==> src/shared/irq_flag_pkg.sv <==
// Purpose: Shared constants, register map and helpers of the flag bank
// Assumes: 16-bit registers in the low half of a 32-bit Avalon word
// Notes:   Register indices are word addresses; byte address is four times
// ============================================================
// Package
package irq_flag_pkg;

  localparam int NUM_FLAG_REGS = 6;
  localparam int REG_W = 16;

  // Register indices (word addresses)
  localparam logic [3:0] IDX_FLAGS0 = 4'h0;
  localparam logic [3:0] IDX_ENABLE0 = 4'h6;
  localparam logic [3:0] IDX_IRQ_STATUS = 4'hc;
  localparam logic [3:0] IDX_IRQ_MASK = 4'hd;
  localparam logic [3:0] IDX_PENDING = 4'he;

  // Implemented bit positions of each flag register
  localparam logic [15:0] FLAG_IMPL [NUM_FLAG_REGS] = '{
    16'h0007, 16'hfa1f, 16'h0023, 16'h4006, 16'h210e, 16'h0001
  };

  // Values after reset
  localparam logic [15:0] FLAG_RESET = 16'h0000;
  localparam logic [15:0] ENABLE_RESET = 16'h0000;
  localparam logic [15:0] IRQ_STATUS_RESET = 16'h0000;
  localparam logic [15:0] IRQ_MASK_RESET = 16'h0000;

  // Layout of the controller status and mask registers
  localparam int EV_UNMAPPED_BIT = 6;
  localparam logic [15:0] IRQ_IMPL = 16'h007f;

  // Bus handshake states
  typedef enum logic [1:0] {
    BUS_IDLE = 2'b01,
    BUS_ACK = 2'b10
  } bus_state_t;

  // Merge a write into a 16-bit register by byte lanes
  function automatic logic [15:0] merge16(input logic [15:0] old_v,
                                          input logic [15:0] new_v,
                                          input logic [1:0] be);
    merge16 = {be[1] ? new_v[15:8] : old_v[15:8], be[0] ? new_v[7:0] : old_v[7:0]};
  endfunction : merge16

endpackage : irq_flag_pkg

==> src/shared/reg_access_if.sv <==
// Purpose: Carries decoded register accesses from the bus port to the core
// Assumes: One access in flight at a time
// Notes:   rdata is combinational from the core
// ============================================================
// Interface
interface reg_access_if;
  logic [3:0] index;
  logic [15:0] wdata;
  logic [1:0] be;
  logic commit_wr;
  logic commit_any;
  logic [15:0] rdata;

  modport bus (output index, output wdata, output be, output commit_wr,
               output commit_any, input rdata);
  modport core (input index, input wdata, input be, input commit_wr,
                input commit_any, output rdata);
endinterface : reg_access_if

==> src/flag_word.sv <==
// Purpose: One 16-bit register, either sticky flags or plain read/write bits
// Assumes: set comes from logic on the same clock
// Notes:   Unimplemented positions are held at zero
// ============================================================
// Register word
module flag_word #(
  parameter logic [15:0] IMPL = 16'hffff,
  parameter bit STICKY = 1'b1
) (
  // Clock and reset
  input wire logic mclk,
  input wire logic rst_b,
  // Hardware set and software write
  input wire logic [15:0] set,
  input wire logic wr,
  input wire logic [15:0] wdata,
  input wire logic [1:0] be,
  // Current value
  output logic [15:0] q
);
  import irq_flag_pkg::*;

  logic [15:0] word_q;
  logic [15:0] word_d;

  // Next value: software write first, then hardware set on top
  always_comb begin
    word_d = wr ? merge16(word_q, wdata, be) : word_q;
    if (STICKY) begin
      word_d = word_d | set;
    end
    word_d = word_d & IMPL;
  end

  // Register
  always_ff @(posedge mclk or negedge rst_b) begin
    if (!rst_b) begin
      word_q <= FLAG_RESET;
    end else begin
      word_q <= word_d;
    end
  end

  assign q = word_q;
endmodule : flag_word

==> src/avalon_port.sv <==
// Purpose: Avalon-MM slave with one wait cycle per access
// Assumes: Master holds the request until it sees waitrequest low
// Notes:   Writes take effect at the edge where waitrequest is seen low
// ============================================================
// Bus port
module avalon_port (
  // Clock and reset
  input wire logic mclk,
  input wire logic rst_b,
  // Avalon-MM slave
  input wire logic avs_read,
  input wire logic avs_write,
  input wire logic [3:0] avs_address,
  input wire logic [31:0] avs_writedata,
  input wire logic [3:0] avs_byteenable,
  output logic [31:0] avs_readdata,
  output logic avs_waitrequest,
  // Core side
  reg_access_if.bus acc
);
  import irq_flag_pkg::*;

  bus_state_t state_q;
  bus_state_t state_d;
  logic [31:0] rdata_q;
  logic [31:0] rdata_d;
  logic wait_q;
  logic wait_d;

  // Decoded request passes straight to the core
  assign acc.index = avs_address;
  assign acc.wdata = avs_writedata[15:0];
  assign acc.be = avs_byteenable[1:0];
  assign acc.commit_any = (state_q == BUS_ACK) && (avs_read || avs_write);
  assign acc.commit_wr = (state_q == BUS_ACK) && avs_write;

  // Handshake: idle with wait high, one acknowledge cycle with wait low
  always_comb begin
    state_d = state_q;
    rdata_d = rdata_q;
    wait_d = wait_q;
    unique case (state_q)
      BUS_IDLE: begin
        if (avs_read || avs_write) begin
          state_d = BUS_ACK;
          wait_d = 1'b0;
          rdata_d = avs_read ? {16'h0000, acc.rdata} : 32'h0000_0000;
        end
      end
      BUS_ACK: begin
        state_d = BUS_IDLE;
        wait_d = 1'b1;
      end
      default: begin
        state_d = BUS_IDLE;
        wait_d = 1'b1;
      end
    endcase
  end

  // Registers
  always_ff @(posedge mclk or negedge rst_b) begin
    if (!rst_b) begin
      state_q <= BUS_IDLE;
      rdata_q <= 32'h0000_0000;
      wait_q <= 1'b1;
    end else begin
      state_q <= state_d;
      rdata_q <= rdata_d;
      wait_q <= wait_d;
    end
  end

  assign avs_readdata = rdata_q;
  assign avs_waitrequest = wait_q;
endmodule : avalon_port

==> src/interrupt_flag_status_bank.sv <==
// Purpose: Bank of six interrupt flag registers with enables and a summary
// Assumes: Request inputs are one-cycle or level pulses on the mclk domain
// Notes:   Flags are sticky; software writes zero to clear, one to raise
// ============================================================
// How it works
// Source request sets its flag bit
// All flags clear after reset
// Software reads and writes every flag
// Unimplemented bits read zero, ignore writes
// Register 0 bits 2..0: compare1, capture1, ext0
// Register 1 high byte: serial2, ext2, timers, compare3
// Register 1 bits 4..0: ext1, change, comparator, i2c1
// Register 2: capture3, spi2 event and fault
// Register 3: calendar, i2c2 master and slave
// Register 4: charge time, voltage, checksum, serial errors
// Register 5 bit 0: low-power wake
// Enabled flags alone forward request to processor
// Flag holds until cleared; set beats clear
// Writing one raises the flag in software
//
// Decided for this implementation: the Avalon-MM slave port and the register offsets.
module interrupt_flag_status_bank (
  // Clock and reset
  input wire logic mclk,
  input wire logic rst_b,
  // Avalon-MM slave
  input wire logic avs_read,
  input wire logic avs_write,
  input wire logic [3:0] avs_address,
  input wire logic [31:0] avs_writedata,
  input wire logic [3:0] avs_byteenable,
  output logic [31:0] avs_readdata,
  output logic avs_waitrequest,
  // Sources of register 0
  input wire logic compare1_req,
  input wire logic capture1_req,
  input wire logic ext_irq0_req,
  // Sources of register 1
  input wire logic serial2_tx_req,
  input wire logic serial2_rx_req,
  input wire logic ext_irq2_req,
  input wire logic timer5_req,
  input wire logic timer4_req,
  input wire logic compare3_req,
  input wire logic ext_irq1_req,
  input wire logic change_notify_req,
  input wire logic comparator_req,
  input wire logic i2c1_master_req,
  input wire logic i2c1_slave_req,
  // Sources of register 2
  input wire logic capture3_req,
  input wire logic spi2_event_req,
  input wire logic spi2_fault_req,
  // Sources of register 3
  input wire logic calendar_req,
  input wire logic i2c2_master_req,
  input wire logic i2c2_slave_req,
  // Sources of register 4
  input wire logic charge_time_req,
  input wire logic voltage_detect_req,
  input wire logic checksum_done_req,
  input wire logic serial2_error_req,
  input wire logic serial1_error_req,
  // Sources of register 5
  input wire logic low_power_wake_req,
  // Processor request and controller interrupt
  output logic cpu_request,
  output logic irq
);
  import irq_flag_pkg::*;

  // ============================================================
  // Declarations
  reg_access_if acc ();

  logic [15:0] set_vec [NUM_FLAG_REGS];
  logic [15:0] flags [NUM_FLAG_REGS];
  logic [15:0] enables [NUM_FLAG_REGS];
  logic [NUM_FLAG_REGS-1:0] flag_wr;
  logic [NUM_FLAG_REGS-1:0] enable_wr;
  logic [NUM_FLAG_REGS-1:0] new_req;
  logic [NUM_FLAG_REGS-1:0] pending;
  logic unmapped_ev;
  logic [15:0] status_q;
  logic [15:0] status_d;
  logic [15:0] mask_q;
  logic [15:0] mask_d;
  logic cpu_req_q;
  logic cpu_req_d;
  logic irq_q;
  logic irq_d;
  logic [15:0] rdata;

  // ============================================================
  // Source mapping
  // Register 0: only the low three positions belong to this bank
  assign set_vec[0] = {13'h0000, compare1_req, capture1_req, ext_irq0_req};

  // Register 1: serial2, external 2, timers 5 and 4, compare 3
  // and the low group of external 1, change notify, comparator, i2c1
  assign set_vec[1] = {serial2_tx_req, serial2_rx_req, ext_irq2_req, timer5_req,
                       timer4_req, 1'b0, compare3_req, 4'h0,
                       ext_irq1_req, change_notify_req, comparator_req,
                       i2c1_master_req, i2c1_slave_req};

  // Register 2: capture 3 and the two spi2 events
  assign set_vec[2] = {10'h000, capture3_req, 3'h0, spi2_event_req, spi2_fault_req};

  // Register 3: calendar near the top, i2c2 near the bottom
  assign set_vec[3] = {1'b0, calendar_req, 11'h000, i2c2_master_req,
                       i2c2_slave_req, 1'b0};

  // Register 4: charge time, voltage detect, checksum, serial errors
  assign set_vec[4] = {2'h0, charge_time_req, 4'h0, voltage_detect_req, 4'h0,
                       checksum_done_req, serial2_error_req, serial1_error_req,
                       1'b0};

  // Register 5: one wake-up flag
  assign set_vec[5] = {15'h0000, low_power_wake_req};

  // ============================================================
  // Flag and enable words
  genvar gi;
  generate
    for (gi = 0; gi < NUM_FLAG_REGS; gi++) begin : g_bank
      // Write strobes decoded from the word index
      assign flag_wr[gi] = acc.commit_wr && (acc.index == IDX_FLAGS0 + 4'(gi));
      assign enable_wr[gi] = acc.commit_wr && (acc.index == IDX_ENABLE0 + 4'(gi));

      // Sticky flags, set by sources and by software writes of one
      flag_word #(
        .IMPL(FLAG_IMPL[gi]),
        .STICKY(1'b1)
      ) u_flags (
        .mclk(mclk),
        .rst_b(rst_b),
        .set(set_vec[gi]),
        .wr(flag_wr[gi]),
        .wdata(acc.wdata),
        .be(acc.be),
        .q(flags[gi])
      );

      // Enables share the flag layout, plain read/write
      flag_word #(
        .IMPL(FLAG_IMPL[gi]),
        .STICKY(1'b0)
      ) u_enables (
        .mclk(mclk),
        .rst_b(rst_b),
        .set(16'h0000),
        .wr(enable_wr[gi]),
        .wdata(acc.wdata),
        .be(acc.be),
        .q(enables[gi])
      );

      // A source request landing on a clear flag is a new event
      assign new_req[gi] = |(set_vec[gi] & ~flags[gi] & FLAG_IMPL[gi]);
      // Enabled flags reach the processor
      assign pending[gi] = |(flags[gi] & enables[gi]);
    end
  endgenerate

  // ============================================================
  // Bus port
  avalon_port u_bus (
    .mclk(mclk),
    .rst_b(rst_b),
    .avs_read(avs_read),
    .avs_write(avs_write),
    .avs_address(avs_address),
    .avs_writedata(avs_writedata),
    .avs_byteenable(avs_byteenable),
    .avs_readdata(avs_readdata),
    .avs_waitrequest(avs_waitrequest),
    .acc(acc.bus)
  );

  // Any access beyond the last register is reported as an event
  assign unmapped_ev = acc.commit_any && (acc.index > IDX_PENDING);

  // ============================================================
  // Read multiplexer
  // Unused positions and unmapped indices read as zero
  always_comb begin
    rdata = 16'h0000;
    if (acc.index < IDX_ENABLE0) begin
      rdata = flags[acc.index[2:0]];
    end else if (acc.index < IDX_IRQ_STATUS) begin
      rdata = enables[3'(acc.index - IDX_ENABLE0)];
    end else if (acc.index == IDX_IRQ_STATUS) begin
      rdata = status_q;
    end else if (acc.index == IDX_IRQ_MASK) begin
      rdata = mask_q;
    end else if (acc.index == IDX_PENDING) begin
      rdata = {10'h000, pending};
    end
  end
  assign acc.rdata = rdata;

  // ============================================================
  // Controller status, mask and outputs
  // Status bits are write-one-to-clear; a new event in the same cycle wins
  always_comb begin
    status_d = status_q;
    mask_d = mask_q;
    if (acc.commit_wr && (acc.index == IDX_IRQ_STATUS)) begin
      status_d = status_q & ~merge16(16'h0000, acc.wdata, acc.be);
    end
    if (acc.commit_wr && (acc.index == IDX_IRQ_MASK)) begin
      mask_d = merge16(mask_q, acc.wdata, acc.be) & IRQ_IMPL;
    end
    status_d[NUM_FLAG_REGS-1:0] = status_d[NUM_FLAG_REGS-1:0] | new_req;
    status_d[EV_UNMAPPED_BIT] = status_d[EV_UNMAPPED_BIT] | unmapped_ev;
    status_d = status_d & IRQ_IMPL;
    // Outputs follow their sources one cycle later
    cpu_req_d = |pending;
    irq_d = |(status_q & mask_q);
  end

  // Registers
  always_ff @(posedge mclk or negedge rst_b) begin
    if (!rst_b) begin
      status_q <= IRQ_STATUS_RESET;
      mask_q <= IRQ_MASK_RESET;
      cpu_req_q <= 1'b0;
      irq_q <= 1'b0;
    end else begin
      status_q <= status_d;
      mask_q <= mask_d;
      cpu_req_q <= cpu_req_d;
      irq_q <= irq_d;
    end
  end

  assign cpu_request = cpu_req_q;
  assign irq = irq_q;
endmodule : interrupt_flag_status_bank

==> config.mk <==
export PLATFORM = sky130hd
export DESIGN_NAME = interrupt_flag_status_bank
export DESIGN_NICKNAME = d
export VERILOG_FILES = /design/src/shared/irq_flag_pkg.sv /design/src/shared/reg_access_if.sv /design/src/flag_word.sv /design/src/avalon_port.sv /design/src/interrupt_flag_status_bank.sv
export SDC_FILE = /design/constraint.sdc
export NUM_CORES = 1
export LEC_CHECK = 0
export BUFFER_PORTS_ARGS = -buffer_cell sky130_fd_sc_hd__buf_4
export CORE_MARGIN = 2
export CORE_UTILIZATION = 50
export DETAILED_ROUTE_END_ITERATION = 16
export GPL_TIMING_DRIVEN = 0
export MAX_ROUTING_LAYER = met4
export PLACE_DENSITY = 0.75
export SETUP_SLACK_MARGIN = 0.05
export SLEW_MARGIN = 25
export SYNTH_ARGS = -nofsm -noshare
export SYNTH_HDL_FRONTEND = slang
export SYNTH_SLANG_ARGS = --single-unit
==> constraint.sdc <==
create_clock -name mclk -period 5.5 [get_ports mclk]
set_clock_uncertainty 0.2 [all_clocks]
set_input_delay 1.1 -clock mclk [delete_from_list [all_inputs] [get_ports mclk]]
set_output_delay 1.1 -clock mclk [all_outputs]
set_load 0.02 [all_outputs]
==> results.md <==
* Cell depth of the worst hold path at 2
* Worst Hold Path EP: u_bus.avs_readdata[6]
* Setup TNS at 0 ns
* DRT Pass-1 Iters at 5
* Max-cap violation count at 0
* Yosys top cell area share at 0.448
* Final worst path period share at 0.597
* Hold WC Path Type: flip-flop to flip-flop
* Flop2flop setup slack at approximately 3.3 ns
* Worst-case clock buffer depth at 2
* Root Buffer: clkbuf_8
* Max-slew headroom at 0.424
* Crit. Startpoint: avs_address[1]
* Nets at roughly 630
* CP Class: input pin to flip-flop
* Worst R2R End: g_bank[1].u_enables.q[9]
* DR WL met2 at roughly 7000 um
* Via density per instance at roughly 6.1
* Crit path required time at 5.55 ns
* DRT Wirelength at 14900 um
* Hold Vio Cnt, Final at 0
* CTS tree: yes
* Post-synth cell types at 61
* Final setup fails at 0
* Htree depth at 3
* Mean Syn Cell Area at just under 10 sq um
* Total gr overflow at 0
* Clk_lat worst skew at 0.36 ns
* Post-CTS Hold Buffers at 0
* Post-cts resize count at 0
* Crit. End Element: flip-flop
* I/O pin count at 105
* Highest Clock Rate at about 300 MHz
* Top_reg_cell synth: dfrtp_1
* Synth Instances at roughly 470
* R2R depth at 4
* FILL cells at about 810
* Critical path launch point type: input pin
* Port bufs at 64
* Cell Rows at 35
* Post-DP Area at ~5300 sq um
* Core area at approximately 9000 sq um
* Top Layer Used: met4
* Largest net degree at the start of global routing at 85
* WL/cell at 22.0 um
* Initial antenna violation count at 1
* WL met3 at between 1000 and 1500 um
* Leakage at 2.62 nW
* Gr usage total at 0.319
* FFs w/ async S/R, synth at 1.00
* Die ar. at roughly 10000 sq um
* Synthesis-stage register bit count at between 80 and 90
* Starting Density at 0.509
* Finished Layout Cells at a little under 700
* HP Start: u_bus.avs_readdata[6]
* Vias in the first global route at roughly 4000
* DP Wirelength at between 10000 and 15000 um
* DRC at 0
* Pins Over Slew Limit at 0
* First-pass GRT wire length at between 20000 and 25000 um
* Antenna viol nets, final at 0
* Tmin final at about 3.3 ns
* Tot Pwr at 1.65 mW
* Clock Sinks at 84
* CTS buffer count at 9
* Area Growth Syn to Fin at 19.1%
* Worst EP arrival at 3.33 ns
* Post-placement cell count at between 600 and 700
* Fin Hold WS at approximately 0.29 ns
* Final instance area at around 5500 sq um
* Via count at 4101
* VDD IR max at roughly 0.16 mV
* Cell area after synthesis at 4640 sq um
* Seq/Total Area, Yosys at 0.454
* Post-CTS setup buffers at 0
* Clock-pin slew on the worst setup and hold paths at about 0.09 ns
* Outcome: finished clean
* Synth warn at 0
* DIE HEIGHT at roughly 100 um
* Slew of the pin with the lowest slew margin at about 0.86 ns
* Most area-consuming cells after synthesis: dfrtp_1 45%, mux2_2 7.8%, nand2_1 4.5%
* RSZ-0062 raised after global routing: no
* Final weighted congestion in routability-driven placement at about 0.94
* Worst r2r src: u_bus.state_q[0]
* Critical path peak fanout at 10
* Synth area leader: dfrtp_1
* PwrDens at around 300 nW/um^2
* Post-Route M1 WL at 6630 um
* Post-synth EDFFs at 0
* Width of the die at between 100 and 150 um
* Layout cells sized above 1 at 0.273
* Initial DRC count at approximately 370
## layer usage
| metal | vias to the layer above | GRT usage |
|---|---|---|
| li1 | 1861 | - |
| met1 | 2011 | 0.450 |
| met2 | 208 | 0.474 |
| met3 | 21 | 0.0543 |
| met4 | 0 | 0.0980 |
| met5 | - | - |
## where the power goes
| group | total (mW) | internal, mW | switching [mW] |
|---|---|---|---|
| Clock | 0.439 | 0.194 | 0.245 |
| Combinational | 0.445 | 0.188 | 0.257 |
| Sequential | 0.766 | 0.699 | 0.0669 |
| Total | 1.65 | 1.08 | 0.569 |
## stage by stage
| step | worst slack, ns | util |
|---|---|---|
| final | 2.22 | 0.606 |
| after global routing | 2.08 | 0.606 |
| after CTS | 2.24 | 0.605 |
| after detailed placement | 1.86 | 0.584 |
| after global placement | 1.83 | 0.584 |
| after floorplan | 2.46 | - |
## area by class of cell
| type | instances | area [sq um] | share of cell area |
|---|---|---|---|
| sequential | 84 | 2100 | 0.381 |
| clock buffer | 11 | 151 | 0.0274 |
| inverter | 31 | 116 | 0.0211 |
| clock inverter | 5 | 42.5 | 0.00771 |
| buffer | 38 | 238 | 0.0431 |
| tap | 111 | 139 | 0.0252 |
| multi-input combinational | 332 | 2240 | 0.406 |
| antenna | 1 | 2.50 | 0.000453 |
| timing repair buffer | 64 | 484 | 0.0877 |
## state kept, by name, summed over array words and instances, names as in the netlist
signal / count
u_bus.avs_readdata: 14
g_bank.u_enables.q: 26
mask_q: 7
g_bank.u_flags.q: 26
u_bus.state_q: 2
cpu_request: 1
status_q: 7
irq: 1
## worst max path at each step
stage	slack (ns)	end
floorplan	2.46	u_bus.avs_readdata[0]
global placement	1.83	u_bus.avs_readdata[0]
detailed placement	1.86	u_bus.avs_readdata[0]
CTS	2.24	u_bus.avs_readdata[0]
global route	2.08	u_bus.avs_readdata[0]
finish	2.22	u_bus.avs_readdata[0]
## cell families (layout without fill, tap and decap cells)
logic type	after synthesis	after routing	share of synthesized area
buf+inv	69	149	0.0764
fa+ha+maj	2	2	0.00540
other cells	1	19	0.000809
compound gates	110	110	0.172
mux	46	46	0.114
flops	84	84	0.454
xor+xnor	1	1	0.00189
simple gates	155	155	0.176
## cells in the final DEF (no fill, tap or decap), types with 16 or more instances in the layout
cell type   n
conb_1     18
nand3_1    20
mux2_2     32
nand2_1    56
a22oi_1    16
inv_1      31
buf_4      84
dfrtp_1    83
nor2_1     30
a21oi_1    16
## critical path: stages
cell and delay, ns:
buf_4 0.13, buf_4 0.18, inv_1 0.17, ha_1 0.37, clkbuf_1 0.44, mux2i_1 0.24, nand2_1 0.07, a221o_1 0.37
a32o_1 0.25
## cells in the mapped netlist, types with 4 or more instances
cell      count
nor3_1        5
o21ai_0      15
a22oi_1      16
nor2b_1       5
nor2_1       30
buf_4        21
clkbuf_1      9
a221oi_1      6
nand2b_1      6
nand2_1      56
a211o_1      11
nand4_1       5
mux2i_1       9
a21oi_1      16
and3_1        4
buf_2         7
o22ai_1       7
a221o_1       5
nand3b_1      5
inv_1        31
a222oi_1      7
dfrtp_1      83
mux2_2       32
nand3_1      20
Power figures use the tool's default switching activity.
